### config.mk
export PLATFORM = sky130hd
export DESIGN_NAME = load_protection_ec_mirror_ctrl
export DESIGN_NICKNAME = d
export VERILOG_FILES = /design/src/load_protection_ec_mirror_ctrl.v
export VERILOG_INCLUDE_DIRS = /design/src
export SDC_FILE = /design/constraint.sdc
export NUM_CORES = 1
export LEC_CHECK = 0
export BUFFER_PORTS_ARGS = -buffer_cell sky130_fd_sc_hd__clkbuf_2
export CORE_MARGIN = 10
export CORE_UTILIZATION = 45
export CTS_BUF_LIST = sky130_fd_sc_hd__clkbuf_16
export DETAILED_ROUTE_END_ITERATION = 7
export PLACE_DENSITY = 0.59
export RECOVER_POWER = 100
export SLEW_MARGIN = 40
export SYNTH_ARGS = -nofsm -noshare
export SYNTH_HDL_FRONTEND = slang
export SYNTH_SLANG_ARGS = --single-unit
### constraint.sdc
create_clock -name pclk -period 8.6 [get_ports pclk]
set_clock_uncertainty 0.15 [all_clocks]
set_input_delay 1.72 -clock pclk [delete_from_list [all_inputs] [get_ports pclk]]
set_output_delay 1.72 -clock pclk [all_outputs]
set_load 0.05 [all_outputs]
### src/prot_ctrl_map.vh
// Purpose: register offsets, fields, reset values and timing counts
// Assumes: APB, 32-bit data, 250 MHz pclk
// Notes: times in ns, blank, loop-loss and discharge counts derived from the clock period
`ifndef PROT_CTRL_MAP_VH
`define PROT_CTRL_MAP_VH
// ----------------------------------------
// Register offsets
// ----------------------------------------
`define REG_OUT_ENABLE 12'h000
`define REG_RETRY_SELECT 12'h004
`define REG_RETRY_FREQ 12'h008
`define REG_SENSE_CTRL 12'h00C
`define REG_MIRROR_CTRL 12'h010
`define REG_STATUS 12'h014
`define REG_DIAG_STATUS 12'h018
// ----------------------------------------
// Mirror control fields
// ----------------------------------------
`define MC_CODE_LSB 0
`define MC_ENABLE 6
`define MC_FULL_SCALE 7
`define MC_DISCHARGE 8
`define MC_PULSED 9
`define MC_DSW_RETRY 10
`define MC_BULB_MODE 11
// ----------------------------------------
// Status fields
// ----------------------------------------
`define ST_ABOVE 0
`define ST_BELOW 1
`define ST_TSD 2
`define ST_TW 3
`define ST_SUPPLY 4
`define ST_DSW_ON 5
`define ST_OOR 6
// ----------------------------------------
// Timing
// ----------------------------------------
`define CLK_PERIOD_NS 4
`define BLANK_TIME_NS 65000
`define BLANK_CYCLES (`BLANK_TIME_NS / `CLK_PERIOD_NS)
`define LOOP_LOSS_TIME_NS 3000000
`define LOOP_LOSS_CYCLES (`LOOP_LOSS_TIME_NS / `CLK_PERIOD_NS)
`define DISCHARGE_TIME_NS 300000000
`define DISCHARGE_CYCLES (`DISCHARGE_TIME_NS / `CLK_PERIOD_NS)
`define FILTER_CYCLES 16
`define BULB_RETRY_CYCLES 32768
`define RETRY_PERIOD_RESET 16'h1000
`endif

### src/load_protection_ec_mirror_ctrl.v
// Purpose: overcurrent retry, sense mux, mirror sequencer, diag filter
// Assumes: single clock pclk, APB slave for software access
// Notes: analog comparators arrive as raw pins, three-stage synced
//
// Design decisions made here: the APB slave port and the register offsets.
`timescale 1ns/1ps
`include "prot_ctrl_map.vh"
module load_protection_ec_mirror_ctrl #(
    parameter N_OUT = 8,
    parameter COMPANION = 6,
    parameter BULB = 4,
    parameter DSW = 7,
    parameter BLANK_CYC = `BLANK_CYCLES,
    parameter LOSS_CYC = `LOOP_LOSS_CYCLES,
    parameter DISC_CYC = `DISCHARGE_CYCLES,
    parameter BULB_RETRY_CYC = `BULB_RETRY_CYCLES
) (
    // Clock and reset
    input wire pclk,
    input wire presetn,
    // APB
    input wire psel,
    input wire penable,
    input wire pwrite,
    input wire [11:0] paddr,
    input wire [31:0] pwdata,
    output reg [31:0] prdata,
    output wire pready,
    output wire pslverr,
    // Fault pins per output, plus shared supply and thermal pins
    input wire [N_OUT-1:0] overcurrent_raw,
    input wire [N_OUT-1:0] underload_raw,
    input wire supply_fault_raw,
    input wire thermal_warning_raw,
    input wire thermal_shutdown_raw,
    // Mirror comparators
    input wire gate_below_feedback_raw,
    input wire gate_below_400mv_raw,
    input wire fb_above_target_raw,
    input wire fb_below_target_raw,
    // External modulation per output
    input wire [N_OUT-1:0] pwm_in,
    // Outputs
    output reg [N_OUT-1:0] driver_on_ff,
    output reg all_outputs_hiz_ff,
    output reg [5:0] mirror_target_code_ff,
    output reg mirror_full_scale_ff,
    output reg mirror_gate_hold_low_ff,
    output reg discharge_switch_on_ff,
    output reg [3:0] sense_mux_select_ff,
    output reg sense_blank_ff,
    output reg sense_track_ff,
    output reg sense_sample_clear_ff
);
// ----------------------------------------
// Helpers
// ----------------------------------------
function [31:0] zext8;
    input [7:0] v;
    begin
        zext8 = {24'h000000, v};
    end
endfunction
// ----------------------------------------
// Input synchronisers
// ----------------------------------------
localparam NS = 2 * N_OUT + 7;
wire [NS-1:0] raw_in = {overcurrent_raw, underload_raw, supply_fault_raw,
    thermal_warning_raw, thermal_shutdown_raw, gate_below_feedback_raw,
    gate_below_400mv_raw, fb_above_target_raw, fb_below_target_raw};
reg [NS-1:0] s1_ff, s2_ff, s3_ff, sv_ff;
always @(posedge pclk or negedge presetn) begin
    if (!presetn) begin
        s1_ff <= {NS{1'b0}};
        s2_ff <= {NS{1'b0}};
        s3_ff <= {NS{1'b0}};
        sv_ff <= {NS{1'b0}};
    end else begin
        s1_ff <= raw_in;
        s2_ff <= s1_ff;
        s3_ff <= s2_ff;
        sv_ff <= (s2_ff & s3_ff) | (sv_ff & (s2_ff | s3_ff));
    end
end
wire [N_OUT-1:0] oc_s = sv_ff[NS-1 -: N_OUT];
wire [N_OUT-1:0] ul_s = sv_ff[N_OUT+6 : 7];
wire sup_s = sv_ff[6];
wire tw_s = sv_ff[5];
wire tsd_s = sv_ff[4];
wire gbf_s = sv_ff[3];
wire g400_s = sv_ff[2];
wire above_s = sv_ff[1];
wire below_s = sv_ff[0];
// ----------------------------------------
// APB registers
// ----------------------------------------
reg [N_OUT-1:0] out_enable_ff;
reg [N_OUT-1:0] retry_select_ff;
reg [15:0] retry_period_ff;
reg [3:0] sense_channel_select_ff;
reg [11:0] mirror_ctrl_ff;
reg [N_OUT-1:0] oc_flag_ff;
reg [N_OUT-1:0] ul_flag_ff;
reg tw_flag_ff, tsd_flag_ff, sup_flag_ff;
reg above_lat_ff, below_lat_ff;
wire loop_oor;
wire wr = psel & penable & pwrite;
wire rd = psel & penable & ~pwrite;
wire rd_diag = rd && paddr == `REG_DIAG_STATUS;
wire rd_stat = rd && paddr == `REG_STATUS;
assign pready = 1'b1;
assign pslverr = 1'b0;
always @* begin
    case (paddr)
        `REG_OUT_ENABLE: prdata = zext8(out_enable_ff);
        `REG_RETRY_SELECT: prdata = zext8(retry_select_ff);
        `REG_RETRY_FREQ: prdata = {16'h0000, retry_period_ff};
        `REG_SENSE_CTRL: prdata = {28'h0000000, sense_channel_select_ff};
        `REG_MIRROR_CTRL: prdata = {20'h00000, mirror_ctrl_ff};
        `REG_STATUS: prdata = {25'h0000000, loop_oor, discharge_switch_on_ff,
            sup_flag_ff, tw_flag_ff, tsd_flag_ff, below_lat_ff, above_lat_ff};
        `REG_DIAG_STATUS: prdata = {16'h0000, ul_flag_ff, oc_flag_ff};
        default: prdata = 32'h00000000;
    endcase
end
wire mirror_regulator_enable = mirror_ctrl_ff[`MC_ENABLE];
wire discharge_switch_enable = mirror_ctrl_ff[`MC_DISCHARGE];
wire pulsed_discharge_enable = mirror_ctrl_ff[`MC_PULSED] & discharge_switch_enable;
wire [5:0] target_code = mirror_ctrl_ff[5:0];
always @(posedge pclk or negedge presetn) begin
    if (!presetn) begin
        out_enable_ff <= {N_OUT{1'b0}};
        retry_select_ff <= {N_OUT{1'b0}};
        retry_period_ff <= `RETRY_PERIOD_RESET;
        sense_channel_select_ff <= 4'h0;
        mirror_ctrl_ff <= 12'h000;
    end else if (wr) begin
        case (paddr)
            `REG_OUT_ENABLE: out_enable_ff <= pwdata[N_OUT-1:0];
            `REG_RETRY_SELECT: retry_select_ff <= pwdata[N_OUT-1:0];
            `REG_RETRY_FREQ: retry_period_ff <= pwdata[15:0];
            `REG_SENSE_CTRL: sense_channel_select_ff <= pwdata[3:0];
            `REG_MIRROR_CTRL: mirror_ctrl_ff <= pwdata[11:0];
            default: ;
        endcase
    end
end
// ----------------------------------------
// Diagnostic filters and flags
// ----------------------------------------
localparam NF = 2 * N_OUT + 3;
// Overcurrent only counts while the driver conducts, so a retry can re-qualify it
wire [N_OUT-1:0] oc_live = oc_s & driver_on_ff;
wire [NF-1:0] fault_s = {oc_live, ul_s, sup_s, tw_s, tsd_s};
wire [NF-1:0] fault_q;
genvar g;
generate
    for (g = 0; g < NF; g = g + 1) begin : filt
        reg [4:0] cnt_ff;
        always @(posedge pclk or negedge presetn) begin
            if (!presetn)
                cnt_ff <= 5'h00;
            else if (!fault_s[g])
                cnt_ff <= 5'h00;
            else if (cnt_ff != `FILTER_CYCLES)
                cnt_ff <= cnt_ff + 5'h01;
        end
        assign fault_q[g] = (cnt_ff == `FILTER_CYCLES);
    end
endgenerate
wire [N_OUT-1:0] oc_q = fault_q[NF-1 -: N_OUT];
wire [N_OUT-1:0] ul_q = fault_q[N_OUT+2 : 3];
// Retry timers per output
wire [N_OUT-1:0] retry_done;
wire [N_OUT-1:0] retry_ok;
generate
    for (g = 0; g < N_OUT; g = g + 1) begin : rtry
        reg [15:0] rc_ff;
        wire [15:0] lim = (g == BULB && mirror_ctrl_ff[`MC_BULB_MODE]) ?
            BULB_RETRY_CYC[15:0] : retry_period_ff;
        always @(posedge pclk or negedge presetn) begin
            if (!presetn)
                rc_ff <= 16'h0000;
            else if (!oc_flag_ff[g])
                rc_ff <= 16'h0000;
            else if (rc_ff != lim)
                rc_ff <= rc_ff + 16'h0001;
        end
        assign retry_ok[g] = retry_select_ff[g] &
            ~(g == DSW && pulsed_discharge_enable);
        assign retry_done[g] = retry_ok[g] && oc_flag_ff[g] && rc_ff == lim;
    end
endgenerate
// Retry off leaves flag latched until a REG_DIAG_STATUS read, so channel stays off until then
always @(posedge pclk or negedge presetn) begin
    if (!presetn) begin
        oc_flag_ff <= {N_OUT{1'b0}};
        ul_flag_ff <= {N_OUT{1'b0}};
        tw_flag_ff <= 1'b0;
        tsd_flag_ff <= 1'b0;
        sup_flag_ff <= 1'b0;
    end else begin
        oc_flag_ff <= (oc_flag_ff & ~retry_done & ~(rd_diag ? {N_OUT{1'b1}} :
            {N_OUT{1'b0}})) | oc_q;
        ul_flag_ff <= (ul_flag_ff & ~(rd_diag ? {N_OUT{1'b1}} : {N_OUT{1'b0}})) | ul_q;
        tw_flag_ff <= (tw_flag_ff & ~rd_stat) | fault_q[1];
        tsd_flag_ff <= (tsd_flag_ff & ~rd_stat) | fault_q[0];
        sup_flag_ff <= (sup_flag_ff & ~rd_stat) | fault_q[2];
    end
end
// ----------------------------------------
// Driver outputs
// ----------------------------------------
wire [N_OUT-1:0] comp_mask = {{(N_OUT-1){1'b0}}, 1'b1} << COMPANION;
wire [N_OUT-1:0] pwm_eff = mirror_regulator_enable ? (pwm_in | comp_mask) : pwm_in;
wire [N_OUT-1:0] en_eff = mirror_regulator_enable ? (out_enable_ff | comp_mask) :
    out_enable_ff;
// Underload and warning flags are not in this path
always @(posedge pclk or negedge presetn) begin
    if (!presetn) begin
        driver_on_ff <= {N_OUT{1'b0}};
        all_outputs_hiz_ff <= 1'b1;
    end else begin
        all_outputs_hiz_ff <= tsd_flag_ff;
        driver_on_ff <= tsd_flag_ff ? {N_OUT{1'b0}} :
            (en_eff & pwm_eff & ~oc_flag_ff);
    end
end
// ----------------------------------------
// Current sense
// ----------------------------------------
wire sel_on = driver_on_ff[sense_channel_select_ff[2:0]] &
    ~sense_channel_select_ff[3];
reg sel_on_d_ff;
reg [3:0] sel_d_ff;
reg [15:0] blank_cnt_ff;
always @(posedge pclk or negedge presetn) begin
    if (!presetn) begin
        sel_on_d_ff <= 1'b0;
        sel_d_ff <= 4'h0;
        blank_cnt_ff <= 16'h0000;
        sense_mux_select_ff <= 4'h0;
        sense_blank_ff <= 1'b0;
        sense_track_ff <= 1'b0;
        sense_sample_clear_ff <= 1'b0;
    end else begin
        sel_on_d_ff <= sel_on;
        sel_d_ff <= sense_channel_select_ff;
        sense_mux_select_ff <= sense_channel_select_ff;
        if (sel_on && (!sel_on_d_ff || sel_d_ff != sense_channel_select_ff))
            blank_cnt_ff <= BLANK_CYC[15:0];
        else if (blank_cnt_ff != 16'h0000)
            blank_cnt_ff <= blank_cnt_ff - 16'h0001;
        sense_blank_ff <= blank_cnt_ff != 16'h0000;
        sense_track_ff <= sel_on;
        sense_sample_clear_ff <= (sel_d_ff != sense_channel_select_ff) & ~sel_on;
    end
end
// ----------------------------------------
// Mirror sequencer
// ----------------------------------------
localparam ST_IDLE = 2'b00;
localparam ST_REG = 2'b01;
localparam ST_DISC = 2'b10;
reg [1:0] st_ff;
reg [26:0] tmr_ff;
assign loop_oor = (st_ff == ST_REG) & (gbf_s | g400_s);
always @(posedge pclk or negedge presetn) begin
    if (!presetn) begin
        st_ff <= ST_IDLE;
        tmr_ff <= 27'h0000000;
        above_lat_ff <= 1'b0;
        below_lat_ff <= 1'b0;
        mirror_target_code_ff <= 6'h00;
        mirror_full_scale_ff <= 1'b0;
        mirror_gate_hold_low_ff <= 1'b1;
        discharge_switch_on_ff <= 1'b0;
    end else begin
        mirror_full_scale_ff <= mirror_ctrl_ff[`MC_FULL_SCALE];
        case (st_ff)
            ST_IDLE: begin
                tmr_ff <= 27'h0000000;
                mirror_target_code_ff <= 6'h00;
                mirror_gate_hold_low_ff <= 1'b1;
                discharge_switch_on_ff <= discharge_switch_enable && target_code == 6'h00;
                if (mirror_regulator_enable)
                    st_ff <= ST_REG;
            end
            ST_REG: begin
                mirror_target_code_ff <= target_code;
                mirror_gate_hold_low_ff <= 1'b0;
                discharge_switch_on_ff <= discharge_switch_enable &&
                    target_code == 6'h00;
                above_lat_ff <= above_s;
                below_lat_ff <= below_s;
                if (!loop_oor || !pulsed_discharge_enable)
                    tmr_ff <= 27'h0000000;
                else
                    tmr_ff <= tmr_ff + 27'h0000001;
                if (!mirror_regulator_enable) begin
                    st_ff <= ST_IDLE;
                end else if (pulsed_discharge_enable && tmr_ff >= LOSS_CYC[26:0]) begin
                    st_ff <= ST_DISC;
                    tmr_ff <= 27'h0000000;
                    above_lat_ff <= above_s;
                    below_lat_ff <= below_s;
                end
            end
            ST_DISC: begin
                mirror_target_code_ff <= 6'h00;
                mirror_gate_hold_low_ff <= 1'b1;
                discharge_switch_on_ff <= 1'b1;
                tmr_ff <= tmr_ff + 27'h0000001;
                if (!mirror_regulator_enable || !pulsed_discharge_enable) begin
                    st_ff <= ST_IDLE;
                end else if (tmr_ff >= DISC_CYC[26:0]) begin
                    st_ff <= ST_REG;
                    tmr_ff <= 27'h0000000;
                    discharge_switch_on_ff <= 1'b0;
                    above_lat_ff <= above_s;
                end
            end
            default: st_ff <= ST_IDLE;
        endcase
    end
end
endmodule

After elaboration in Yosys (flattened, before gate mapping). Index checks and enable logic that the tools add are counted.

Memory bits (read-only): 0. Word-level logic and storage cells: 348. Bits of input ports: 80. Bits in writable memories: 0. Latch bits: 0. Output and inout bits: 59. Memories kept: 0. Register bits after elaboration: 454.

Bitwise logic cells: 35. Add/sub/neg operators: 29. Reduce and logical (&&, ||, !) cells: 46. $mul: 0. Mux-type cells: 84. Div/mod/pow operators: 0. Order comparisons: 3. Shift-type cells: 0. Eq/ne operators: 95.

Operator list (count): two-way mux 16 bit (19); two-way mux 5 bit (38); two-way mux 27 bit (5); adder 16 x 1 -> 16 bit (second input constant) (8); == test 16 bit (8); inequality test 16 bit (8); case mux 16 bit (7 select lines) (1); adder 5 x 1 -> 5 bit (second input constant) (19); == test 5 bit (second input constant) (19); inequality test 5 bit (second input constant) (19); case mux 27 bit (3 select lines) (1); inequality test 2 x 1 -> 1 bit (second input constant) (27); bitwise AND 8 bit (6); bitwise AND 23 bit (2); OR 23 bit (2); == test 12 x 5 -> 1 bit (second input constant) (3); adder 27 x 1 -> 27 bit (second input constant) (1); greater-or-equal comparator 27 x 20 -> 1 bit (second input constant) (1); greater-or-equal comparator 27 bit (second input constant) (1); == test 12 x 4 -> 1 bit (second input constant) (2); inverter 8 bit (3); logical AND 1 bit (21); two-way mux 8 bit (2); OR 8 bit (2); other kinds (30) (74).

Logic depth before layout (Yosys ltp). Gate-level depths: netlist of run 1.

Depth in word-level cells: 9. Depth in mapped cells: 10. Gate-level depth less buffers: 8.

Least setup slack after synthesis of run 1. Ideal clock, no wire load.

Path kind: input to output. Start: input port paddr[7]. End: output port prdata[1]. Slack: 2978 ps. Data required time: 6730 ps. Path buffers: 2. Stages on the path: 8. Data arrival time: 3752 ps. Path through: or4_4 nor4_4 nor2b_1 buf_4 and3_1 buf_2 a222oi_1 nand3_1.

Cells in the longest elaborated chain, start to end: 2. Elaborated cells between the ends (all ways): 8. Those cells by class: eq/ne (6); mux (1); reduce/logical (1).

Ends and longest elaborated chain: from (decl) (line load_protection_ec_mirror_ctrl.v:25) `input wire [11:0] paddr,`; == test 12 x 5 -> 1 bit, or another cell as far along (line load_protection_ec_mirror_ctrl.v:114) `case (paddr)`; case mux 16 bit (7 select lines) (*) (line load_protection_ec_mirror_ctrl.v:114); to (decl) (line load_protection_ec_mirror_ctrl.v:27) `output reg [31:0] prdata,`.

Every way passes the cells marked *; elsewhere a longest branch is shown, timed or not.

Worst setup path in the final report of run 1.
Start: input port paddr[7]. End: output port prdata[4].

Same word-level chain as after synthesis.

==> run_summary.xml, run 1 <==
<?xml version="1.0" encoding="UTF-8"?>
<metrics>
  <group name="logic_synthesis">
    <metric name="yosys-top-cells-area" unit="">sky130_fd_sc_hd__dfrtp_1, sky130_fd_sc_hd__xnor2_1, sky130_fd_sc_hd__ha_1</metric>
    <metric name="number_of_instances_in_the_synthesized_netlist" unit="">2129</metric>
    <metric name="synthesized_area_fraction_occupied_by_and_or_nand_nor_cells" unit="%">19.2</metric>
    <metric name="synth.avg_cell_area" unit="um2">10.6</metric>
    <metric name="synth_compound_gate_area_share" unit="%">7.03</metric>
    <metric name="synth.cell_area" unit="mm2">0.0226</metric>
    <metric name="number_of_enable_type_register_cells_in_the_synthesized_netlist" unit="">0</metric>
    <metric name="top_flip_flop_cell_by_instance_count_after_synthesis" unit="">sky130_fd_sc_hd__dfrtp_1</metric>
    <metric name="yosys_warnings" unit="">0</metric>
    <metric name="synth_fa_ha_area_share" unit="%">4.02</metric>
    <metric name="share_of_flip_flops_with_an_asynchronous_set_or_reset_after_synthesis" unit="%">100</metric>
    <metric name="post_synth_xor_area_fraction" unit="%">10.2</metric>
    <metric name="dominant_combinational_cell_family_by_area_after_synthesis" unit="">simple AND/OR/NAND/NOR gates</metric>
    <metric name="synth_cell_types" unit="">79</metric>
    <metric name="muxShareOfSynthArea" unit="%">5.62</metric>
    <metric name="synth.ff_latch_count" unit="">454</metric>
    <metric name="synth_top_cell_by_area" unit="">sky130_fd_sc_hd__dfrtp_1</metric>
    <metric name="seq_area_frac_synth" unit="%">50.4</metric>
    <metric name="yosys_top_cell_area_share" unit="%">50.0</metric>
  </group>
  <group name="power">
    <metric name="p_leak" unit="uW">0.0109</metric>
    <metric name="vdd_ir_drop_max" unit="mV">0.130</metric>
    <metric name="pwr_density_cell" unit="mW/mm2">192</metric>
  </group>
  <group name="placement">
    <metric name="dpl.hpwl" unit="um">37500</metric>
    <metric name="io_buffer_count" unit="">104</metric>
    <metric name="final_estimated_routing_congestion_in_global_placement" unit="">0.851</metric>
    <metric name="placed_cell_area" unit="mm2">0.0238</metric>
    <metric name="post-place-ws" unit="ns">1.89</metric>
  </group>
  <group name="timing">
    <metric name="finalSetupViolations" unit="">0</metric>
    <metric name="clock.fmax" unit="GHz">0.132</metric>
    <metric name="hold_viol" unit="">0</metric>
    <metric name="layout_setup_ws" unit="ns">1.04</metric>
    <metric name="tns" unit="ns">0</metric>
    <metric name="slew_viol_final" unit="">457</metric>
    <metric name="worst_pin_slew" unit="ns">3.91</metric>
    <metric name="grt_setup_unrepaired" unit="">no</metric>
    <metric name="period_utilization_post_route" unit="%">87.9</metric>
    <metric name="slew-limit-headroom" unit="%">-161</metric>
    <metric name="post-route-min-period" unit="ns">7.56</metric>
  </group>
  <group name="run_status">
    <metric name="failed_checks" unit="">max-capacitance violations, max-slew violations</metric>
    <metric name="run_status" unit="">finished with violations</metric>
  </group>
  <group name="critical_path">
    <metric name="timing.critical_path.from_type" unit="">primary input</metric>
    <metric name="crit_type" unit="">primary input to primary output</metric>
    <metric name="critPathLaunch" unit="">paddr[7]</metric>
    <metric name="timing.rr.end" unit="">tmr_ff[5]</metric>
    <metric name="crit_path_max_fanout" unit="">11</metric>
    <metric name="endpoint" unit="">prdata[4]</metric>
    <metric name="critPathCaptureType" unit="">primary output</metric>
    <metric name="r2r.worst_path.cells" unit="">9</metric>
    <metric name="critPathRequiredTime" unit="ns">6.73</metric>
    <metric name="cp_data_arrival_time" unit="ns">5.69</metric>
    <metric name="reg2reg_setup_slack" unit="ns">4.28</metric>
    <metric name="reg2reg_from" unit="">st_ff[1]</metric>
  </group>
  <group name="final_layout">
    <metric name="most-common-layout-cells" unit="">sky130_fd_sc_hd__dfrtp_1, sky130_fd_sc_hd__xnor2_1, sky130_fd_sc_hd__nand2_1</metric>
    <metric name="postLayoutCoreUtil" unit="%">51.2</metric>
    <metric name="synthToLayoutAreaGrowth" unit="%">11.8</metric>
    <metric name="fin_area" unit="mm2">0.0252</metric>
    <metric name="mostFrequentLayoutCell" unit="">sky130_fd_sc_hd__dfrtp_1</metric>
    <metric name="layout.nets" unit="">2367</metric>
    <metric name="layout_cell_share_with_drive_strength_beyond_1" unit="%">9.63</metric>
  </group>
  <group name="global_route">
    <metric name="globalRouteTotalUtil" unit="%">18.7</metric>
    <metric name="number_of_global_route_vias_before_repair" unit="">15900</metric>
    <metric name="grt_first_pass_wirelength" unit="um">89000</metric>
    <metric name="grt_start_max_net_pins" unit="">164</metric>
    <metric name="grt_antenna_before_repair" unit="">10</metric>
    <metric name="grt_overflow" unit="">0</metric>
  </group>
  <group name="floorplanning">
    <metric name="initial_utilization" unit="%">45.8</metric>
    <metric name="die_area" unit="mm2">0.0595</metric>
    <metric name="rows" unit="">81</metric>
    <metric name="die_h" unit="um">244</metric>
    <metric name="die_w" unit="um">244</metric>
    <metric name="count_of_pins_on_the_block_boundary" unit="">139</metric>
    <metric name="core_region_area" unit="mm2">0.0493</metric>
  </group>
  <group name="clock_tree">
    <metric name="clock_sink_count" unit="">454</metric>
    <metric name="tritoncts" unit="">built</metric>
    <metric name="post_cts_buffers" unit="">0</metric>
    <metric name="cts_buffer_count" unit="">50</metric>
    <metric name="clock-root-buffer" unit="">sky130_fd_sc_hd__clkbuf_16</metric>
    <metric name="hold_bufs_at_cts" unit="">0</metric>
    <metric name="worstSkewPairLatency" unit="ns">0.61</metric>
    <metric name="ctsLongestPathBuffers" unit="">3</metric>
    <metric name="htree_num_levels" unit="">2</metric>
    <metric name="register_clock_pin_slew_on_the_reported_worst_setup_and_hold_paths" unit="ns">0.06</metric>
    <metric name="cts_resized" unit="">0</metric>
  </group>
  <group name="route">
    <metric name="drc_errors" unit="">0</metric>
    <metric name="avgRoutedWirePerCell" unit="um">18.9</metric>
    <metric name="routed_via_density" unit="">5.43</metric>
    <metric name="detail_route.wirelength" unit="um">55800</metric>
    <metric name="route.vias.total" unit="">16000</metric>
    <metric name="detailedRoute.firstPassIterationCount" unit="">5</metric>
    <metric name="drt.antenna.violating_nets" unit="">0</metric>
    <metric name="dr.first_iter.drc_count" unit="">1103</metric>
  </group>
  <group name="worst_hold_path">
    <metric name="timing.hold.worst_path_depth" unit="">0</metric>
    <metric name="hold_path_class" unit="">flip-flop to flip-flop</metric>
  </group>
  <group name="flow_run">
    <metric name="timing.max_cap.violations" unit="">10</metric>
  </group>
</metrics>
worst min-delay path by stage:
stage           endpoint      start  slack (ns)
2_1_floorplan   s2_ff[0]   s1_ff[0]        0.18
3_5_place_dp   s2_ff[15]  s1_ff[15]        0.18
5_1_grt         s2_ff[8]   s1_ff[8]        0.20
6_report       s2_ff[22]  s1_ff[22]        0.20
4_1_cts        s2_ff[15]  s1_ff[15]        0.20
3_3_place_gp    s2_ff[7]   s1_ff[7]        0.18
Yosys cell counts, types with 53 or more instances:
cell	count
sky130_fd_sc_hd__and2_1	73
sky130_fd_sc_hd__xnor2_1	188
sky130_fd_sc_hd__nand3_1	94
sky130_fd_sc_hd__nand2_1	173
sky130_fd_sc_hd__a21oi_1	53
sky130_fd_sc_hd__mux2i_1	57
sky130_fd_sc_hd__nor2_1	111
sky130_fd_sc_hd__xor2_1	75
sky130_fd_sc_hd__dfrtp_1	451
sky130_fd_sc_hd__ha_1	54
sky130_fd_sc_hd__nor3_1	63
sky130_fd_sc_hd__inv_1	88
metrics by stage:
stage               hold WS [ns]  cells  power (uW)
floorplan                  0.181   2145        2570
finish                     0.195   2943        4850
global placement           0.182   2844        2670
global route               0.196   2940        5060
CTS                        0.197   2937        4910
detailed placement         0.185   2844        2690
worst max-delay path, cell delays in order:
cell and delay, ns:
sky130_fd_sc_hd__clkbuf_2 0.08, sky130_fd_sc_hd__or4_4 0.51, sky130_fd_sc_hd__nor4_1 1.18, sky130_fd_sc_hd__nor2b_1 0.70, sky130_fd_sc_hd__and3_1 0.62, sky130_fd_sc_hd__a22oi_1 0.17
sky130_fd_sc_hd__nand3_1 0.12, sky130_fd_sc_hd__clkbuf_1 0.57
layout make-up:
type                       instances  area (um2)
fill                            4555       24000
sequential                       454       11400
multi-input combinational       1513       10400
clock buffer                      51        1280
tap                              664         831
timing repair buffer             125         581
clock inverter                    42         404
inverter                          89         334
antenna                            5        12.5
kinds of logic after synthesis:
family	count (synthesis)
and+or+nand+nor	800
DFF	454
xor gates and xnor gates	263
AOI/OAI and AO/OA	238
buffers and inverters	178
muxes	117
adders and majority gates	77
other	2
power breakdown:
part           switching (uW)  internal, uW  leakage, uW  total, uW
Clock                     906          1290     0.000830       2200
Sequential               86.8          2230      0.00604       2320
Combinational             203           125      0.00404        328
Total                    1200          3650       0.0109       4850
registers in the layout (all words and copies together) (netlist names), 8 cells and up:
signal	cells
rtry.rc_ff	128
mirror_ctrl_ff	12
s3_ff	23
s2_ff	23
tmr_ff	27
filt.cnt_ff	95
oc_flag_ff	8
driver_on_ff	8
s1_ff	23
out_enable_ff	8
ul_flag_ff	8
retry_period_ff	16
blank_cnt_ff	16
sv_ff	23
retry_select_ff	8
layer usage:
metal  routed length, um  global-route usage [%]  up-vias
li1                    -                       -     7608
met2               26200                    29.6      354
met4                1630                    7.01       12
met5                  85                       0        -
met3                3410                    3.97       95
met1               24500                    24.7     7918
(Power assumes the default switching activity.)
==> inputs of run 2 (changes only) <==
- CTS_CLUSTER_DIAMETER: unset -> 150
- REMOVE_ABC_BUFFERS: unset -> 1
==> run_summary.xml, run 2 (same netlist as run 1, synthesis figures left out) <==
<?xml version="1.0" encoding="UTF-8"?>
<metrics>
  <group name="run_status">
    <metric name="run_status" unit="">finished with violations</metric>
    <metric name="failed_checks" unit="">max-capacitance violations, max-slew violations</metric>
  </group>
  <group name="route">
    <metric name="drc_errors" unit="">0</metric>
    <metric name="avgRoutedWirePerCell" unit="um">18.8</metric>
    <metric name="routed_via_density" unit="">5.45</metric>
    <metric name="drt.antenna.violating_nets" unit="">0</metric>
    <metric name="detail_route.wirelength" unit="um">55400</metric>
    <metric name="detailedRoute.firstPassIterationCount" unit="">6</metric>
    <metric name="route.vias.total" unit="">16000</metric>
    <metric name="dr.first_iter.drc_count" unit="">1228</metric>
  </group>
  <group name="timing">
    <metric name="period_utilization_post_route" unit="%">88.3</metric>
    <metric name="post-route-min-period" unit="ns">7.59</metric>
    <metric name="grt_setup_unrepaired" unit="">no</metric>
    <metric name="slew-limit-headroom" unit="%">-249</metric>
    <metric name="finalSetupViolations" unit="">0</metric>
    <metric name="tns" unit="ns">0</metric>
    <metric name="clock.fmax" unit="GHz">0.132</metric>
    <metric name="slew_viol_final" unit="">186</metric>
    <metric name="hold_viol" unit="">0</metric>
    <metric name="worst_pin_slew" unit="ns">5.23</metric>
  </group>
  <group name="floorplanning">
    <metric name="die_w" unit="um">244</metric>
    <metric name="count_of_pins_on_the_block_boundary" unit="">139</metric>
    <metric name="die_area" unit="mm2">0.0595</metric>
    <metric name="initial_utilization" unit="%">45.8</metric>
    <metric name="core_region_area" unit="mm2">0.0493</metric>
    <metric name="rows" unit="">81</metric>
    <metric name="die_h" unit="um">244</metric>
  </group>
  <group name="critical_path">
    <metric name="cp_slowest_cell" unit="">sky130_fd_sc_hd__nor4_1</metric>
    <metric name="crit_type" unit="">primary input to primary output</metric>
    <metric name="cp_slowest_stage_delay" unit="ns">1.14</metric>
    <metric name="cp_data_arrival_time" unit="ns">5.72</metric>
    <metric name="crit_path_cell_trace" unit="">clkbuf_2 &gt; or4_2 &gt; nor4_1 &gt; nor2b_1 &gt; and3_1 &gt; a222oi_1 &gt; nand3_1 &gt; clkbuf_1</metric>
    <metric name="critPathCaptureType" unit="">primary output</metric>
    <metric name="cp_num_buf_inv" unit="">2</metric>
    <metric name="timing.critical_path.from_type" unit="">primary input</metric>
    <metric name="critPathRequiredTime" unit="ns">6.73</metric>
    <metric name="path_delay_family" unit="">simple AND/OR/NAND/NOR gates</metric>
    <metric name="crit_path_max_fanout" unit="">11</metric>
  </group>
  <group name="final_layout">
    <metric name="synthToLayoutAreaGrowth" unit="%">12.3</metric>
    <metric name="layout_cell_share_with_drive_strength_beyond_1" unit="%">9.75</metric>
    <metric name="largestRegisters" unit="">rtry.rc_ff x128, filt.cnt_ff x95, tmr_ff x27</metric>
    <metric name="layout.nets" unit="">2367</metric>
    <metric name="layout_cells_excl_fill" unit="">2943</metric>
    <metric name="largest_reg_flops" unit="">128</metric>
    <metric name="largest-register" unit="">rtry.rc_ff</metric>
    <metric name="mostFrequentLayoutCell" unit="">sky130_fd_sc_hd__dfrtp_1</metric>
    <metric name="most-common-layout-cells" unit="">sky130_fd_sc_hd__dfrtp_1, sky130_fd_sc_hd__xnor2_1, sky130_fd_sc_hd__nand2_1</metric>
  </group>
  <group name="power">
    <metric name="p_leak" unit="uW">0.0110</metric>
    <metric name="pwr_density_cell" unit="mW/mm2">192</metric>
    <metric name="vdd_ir_drop_max" unit="mV">0.136</metric>
  </group>
  <group name="clock_tree">
    <metric name="hold_bufs_at_cts" unit="">0</metric>
    <metric name="clock_sink_count" unit="">454</metric>
    <metric name="tritoncts" unit="">built</metric>
    <metric name="ctsLongestPathBuffers" unit="">3</metric>
    <metric name="register_clock_pin_slew_on_the_reported_worst_setup_and_hold_paths" unit="ns">0.06</metric>
    <metric name="cts_buffer_count" unit="">51</metric>
    <metric name="clock-root-buffer" unit="">sky130_fd_sc_hd__clkbuf_16</metric>
    <metric name="post_cts_buffers" unit="">0</metric>
    <metric name="worstSkewPairLatency" unit="ns">0.60</metric>
    <metric name="htree_num_levels" unit="">2</metric>
    <metric name="cts_resized" unit="">0</metric>
  </group>
  <group name="placement">
    <metric name="dpl.hpwl" unit="um">38000</metric>
    <metric name="placed_cells" unit="">2844</metric>
    <metric name="final_estimated_routing_congestion_in_global_placement" unit="">0.860</metric>
    <metric name="io_buffer_count" unit="">104</metric>
  </group>
  <group name="global_route">
    <metric name="layer_carrying_the_most_global_route_usage" unit="">met2</metric>
    <metric name="grt_start_max_net_pins" unit="">95</metric>
    <metric name="number_of_global_route_vias_before_repair" unit="">16000</metric>
    <metric name="grt_use_met3" unit="%">3.30</metric>
    <metric name="global_routing_met1_resource_utilization" unit="%">24.4</metric>
    <metric name="grt.met2_usage" unit="%">30.5</metric>
    <metric name="grt_overflow" unit="">0</metric>
    <metric name="globalRouteTotalUtil" unit="%">18.6</metric>
    <metric name="grt_first_pass_wirelength" unit="um">89500</metric>
    <metric name="grt_antenna_before_repair" unit="">4</metric>
  </group>
  <group name="worst_hold_path">
    <metric name="hold_path_class" unit="">flip-flop to flip-flop</metric>
  </group>
  <group name="flow_run">
    <metric name="timing.max_cap.violations" unit="">5</metric>
  </group>
</metrics>
-- run 2: power breakdown --
group          total, uW  switching, uW  internal (uW)
combinational        330            202            127
sequential          2320           86.8           2230
clock               2220            919           1300
total               4870           1210           3660
-- run 2: area by class of cell --
cell class,count,area [um2]
inverter,89,334
multi-input combinational,1513,10400
clock inverter,43,382
antenna,3,7.51
fill,4530,23900
clock buffer,53,1330
tap,664,831
timing repair buffer,124,624
sequential,454,11400
-- run 2: metrics by stage --
stage	power (uW)	util, %	cell area, um2	hold WS (ns)	worst slack [ns]
floorplan	2560	-	22200	0.181	2.60
global placement	2680	48.1	23700	0.182	1.96
detailed placement	2700	48.4	23900	0.187	1.95
CTS	4940	51.9	25600	0.199	1.94
global route	5080	51.4	25300	0.200	0.849
finish	4870	51.4	25300	0.194	1.01
-- run 2: per-layer routing --
layer | up-vias | wire [um]
met4 | 6 | 1530
li1 | 7623 | -
met2 | 335 | 26200
met5 | - | 41
met3 | 91 | 2840
met1 | 7990 | 24800
-- run 2: path summary, 6_finish.rpt --
kind | start | end | slack [ns] | depth (start not counted)
setup / recovery | paddr[7] | prdata[1] | 1.01 | 8
hold / removal | s1_ff[9] | s2_ff[9] | 0.19 | 0
setup reg to reg | retry_period_ff[15] | rtry[7].rc_ff[5] | 4.35 | 7
hold reg to reg | s1_ff[9] | s2_ff[9] | 0.19 | 0
max in group asynchronous | presetn | filt[2].cnt_ff[3] | 2.05 | 3
min in group asynchronous | presetn | rtry[5].rc_ff[12] | 2.89 | 1
==> inputs of run 3 (changes only) <==
- RECOVER_POWER: 100 -> 50
==> run_summary.xml, run 3 (same netlist as run 1, synthesis figures left out) <==
<?xml version="1.0" encoding="UTF-8"?>
<metrics>
  <group name="run_status">
    <metric name="run_status" unit="">finished with violations</metric>
    <metric name="failed_checks" unit="">max-capacitance violations, max-slew violations</metric>
  </group>
  <group name="final_layout">
    <metric name="layout_cells_excl_fill" unit="">2943</metric>
    <metric name="layout.nets" unit="">2367</metric>
    <metric name="layout_cell_share_with_drive_strength_beyond_1" unit="%">12.4</metric>
    <metric name="fin_area" unit="mm2">0.0255</metric>
    <metric name="most-common-layout-cells" unit="">sky130_fd_sc_hd__dfrtp_1, sky130_fd_sc_hd__xnor2_1, sky130_fd_sc_hd__nand2_1</metric>
    <metric name="largestRegisters" unit="">rtry.rc_ff x128, filt.cnt_ff x95, tmr_ff x27</metric>
    <metric name="mostFrequentLayoutCell" unit="">sky130_fd_sc_hd__dfrtp_1</metric>
    <metric name="largest-register" unit="">rtry.rc_ff</metric>
    <metric name="largest_reg_flops" unit="">128</metric>
    <metric name="synthToLayoutAreaGrowth" unit="%">13.1</metric>
  </group>
  <group name="global_route">
    <metric name="number_of_global_route_vias_before_repair" unit="">16000</metric>
    <metric name="grt_start_max_net_pins" unit="">95</metric>
    <metric name="grt_first_pass_wirelength" unit="um">89500</metric>
    <metric name="grt_overflow" unit="">0</metric>
    <metric name="grt_antenna_before_repair" unit="">4</metric>
    <metric name="globalRouteTotalUtil" unit="%">18.6</metric>
  </group>
  <group name="floorplanning">
    <metric name="initial_utilization" unit="%">45.8</metric>
    <metric name="die_h" unit="um">244</metric>
    <metric name="die_area" unit="mm2">0.0595</metric>
    <metric name="count_of_pins_on_the_block_boundary" unit="">139</metric>
    <metric name="rows" unit="">81</metric>
    <metric name="die_w" unit="um">244</metric>
    <metric name="core_region_area" unit="mm2">0.0493</metric>
  </group>
  <group name="route">
    <metric name="drt.antenna.violating_nets" unit="">0</metric>
    <metric name="drc_errors" unit="">0</metric>
    <metric name="route.vias.total" unit="">16000</metric>
    <metric name="routed_via_density" unit="">5.45</metric>
    <metric name="dr.first_iter.drc_count" unit="">1293</metric>
    <metric name="detailedRoute.firstPassIterationCount" unit="">5</metric>
    <metric name="detail_route.wirelength" unit="um">55300</metric>
    <metric name="avgRoutedWirePerCell" unit="um">18.8</metric>
  </group>
  <group name="clock_tree">
    <metric name="clock-root-buffer" unit="">sky130_fd_sc_hd__clkbuf_16</metric>
    <metric name="clock_sink_count" unit="">454</metric>
    <metric name="worstSkewPairLatency" unit="ns">0.60</metric>
    <metric name="cts_resized" unit="">0</metric>
    <metric name="cts_buffer_count" unit="">51</metric>
    <metric name="ctsLongestPathBuffers" unit="">3</metric>
    <metric name="post_cts_buffers" unit="">0</metric>
    <metric name="hold_bufs_at_cts" unit="">0</metric>
    <metric name="htree_num_levels" unit="">2</metric>
    <metric name="tritoncts" unit="">built</metric>
    <metric name="register_clock_pin_slew_on_the_reported_worst_setup_and_hold_paths" unit="ns">0.06</metric>
  </group>
  <group name="placement">
    <metric name="placed_cells" unit="">2844</metric>
    <metric name="io_buffer_count" unit="">104</metric>
    <metric name="dpl.hpwl" unit="um">38000</metric>
    <metric name="placed_cell_area" unit="mm2">0.0239</metric>
    <metric name="final_estimated_routing_congestion_in_global_placement" unit="">0.860</metric>
  </group>
  <group name="timing">
    <metric name="slew-limit-headroom" unit="%">-250</metric>
    <metric name="slew_viol_final" unit="">145</metric>
    <metric name="hold_viol" unit="">0</metric>
    <metric name="worst_pin_slew" unit="ns">5.25</metric>
    <metric name="grt_setup_unrepaired" unit="">no</metric>
    <metric name="period_utilization_post_route" unit="%">78.3</metric>
    <metric name="clock.fmax" unit="GHz">0.149</metric>
    <metric name="finalHoldWorstSlack" unit="ns">0.194</metric>
    <metric name="tns" unit="ns">0</metric>
    <metric name="post-route-min-period" unit="ns">6.73</metric>
    <metric name="finalSetupViolations" unit="">0</metric>
  </group>
  <group name="critical_path">
    <metric name="timing.critical_path.from_type" unit="">primary input</metric>
    <metric name="critPathRequiredTime" unit="ns">6.73</metric>
    <metric name="path_delay_family" unit="">simple AND/OR/NAND/NOR gates</metric>
    <metric name="crit_path_cell_trace" unit="">clkbuf_2 &gt; or4_4 &gt; nor4_4 &gt; nor2b_1 &gt; and3_1 &gt; a22oi_1 &gt; nand3_1 &gt; clkbuf_2</metric>
    <metric name="cp_slowest_cell" unit="">sky130_fd_sc_hd__nor2b_1</metric>
    <metric name="crit_path_max_fanout" unit="">11</metric>
    <metric name="cp_num_buf_inv" unit="">2</metric>
    <metric name="critPathCaptureType" unit="">primary output</metric>
    <metric name="cp_data_arrival_time" unit="ns">4.86</metric>
    <metric name="timing.critical_path.mode_cell" unit="">sky130_fd_sc_hd__clkbuf_2</metric>
    <metric name="crit_type" unit="">primary input to primary output</metric>
    <metric name="cp_slowest_stage_delay" unit="ns">0.67</metric>
  </group>
  <group name="power">
    <metric name="power_consumption" unit="uW">4870</metric>
    <metric name="p_leak" unit="uW">0.0112</metric>
    <metric name="vdd_ir_drop_max" unit="mV">0.135</metric>
    <metric name="pwr_density_cell" unit="mW/mm2">191</metric>
  </group>
  <group name="flow_run">
    <metric name="timing.max_cap.violations" unit="">2</metric>
  </group>
  <group name="worst_hold_path">
    <metric name="hold_path_class" unit="">flip-flop to flip-flop</metric>
  </group>
</metrics>
[run 3: changes by cell type in the layout (fill, tap and decap cells not counted), moves of 3 or more]
cell / change
sky130_fd_sc_hd__o41ai_2: +3
sky130_fd_sc_hd__o41ai_1: -4
sky130_fd_sc_hd__clkbuf_2: +38
sky130_fd_sc_hd__nor4_1: -5
sky130_fd_sc_hd__and2_1: +14
sky130_fd_sc_hd__nor4_2: +3
sky130_fd_sc_hd__clkbuf_1: -41
sky130_fd_sc_hd__buf_4: +3
sky130_fd_sc_hd__and2_0: -14
[run 3: per-layer routing]
layer	routed length (um)	vias to the layer above	global-route usage [%]
li1	-	7622	-
met1	24900	8007	24.4
met2	26200	319	30.5
met3	2680	85	3.30
met4	1530	6	6.25
met5	36	-	0
[run 3: final timing paths]
| kind | startpoint | end | slack, ns | cells past startpoint |
|---|---|---|---|---|
| hold reg to reg | s1_ff[9] | s2_ff[9] | 0.19 | 0 |
| setup reg to reg | st_ff[0] | tmr_ff[16] | 5.33 | 4 |
| max in group asynchronous | presetn | filt[2].cnt_ff[3] | 2.03 | 3 |
| setup / recovery | paddr[7] | prdata[5] | 1.87 | 8 |
| hold / removal | s1_ff[9] | s2_ff[9] | 0.19 | 0 |
| min in group asynchronous | presetn | rtry[5].rc_ff[12] | 2.89 | 1 |
[run 3: per-stage QoR]
step                      util, %  setup slack [ns]
final                        51.8              1.87
after global routing         51.8             0.913
after CTS                    51.9              1.94
after detailed placement     48.4              1.95
after global placement       48.1              1.96
after floorplan                 -              2.60
[run 3: area by class of cell]
class	instances	area [um2]
Fill cell	4497	23800
Sequential cell	454	11400
Multi-Input combinational cell	1513	10600
Clock buffer	53	1330
Tap cell	664	831
Timing Repair Buffer	124	683
Clock inverter	43	382
Inverter	89	334
Antenna cell	3	7.51
[run 3: report_power, final]
part | internal [uW] | leakage [uW] | switching, uW | total (uW)
Clock | 1300 | 0.000855 | 920 | 2220
Sequential | 2230 | 0.00605 | 86.5 | 2320
Combinational | 129 | 0.00431 | 204 | 332
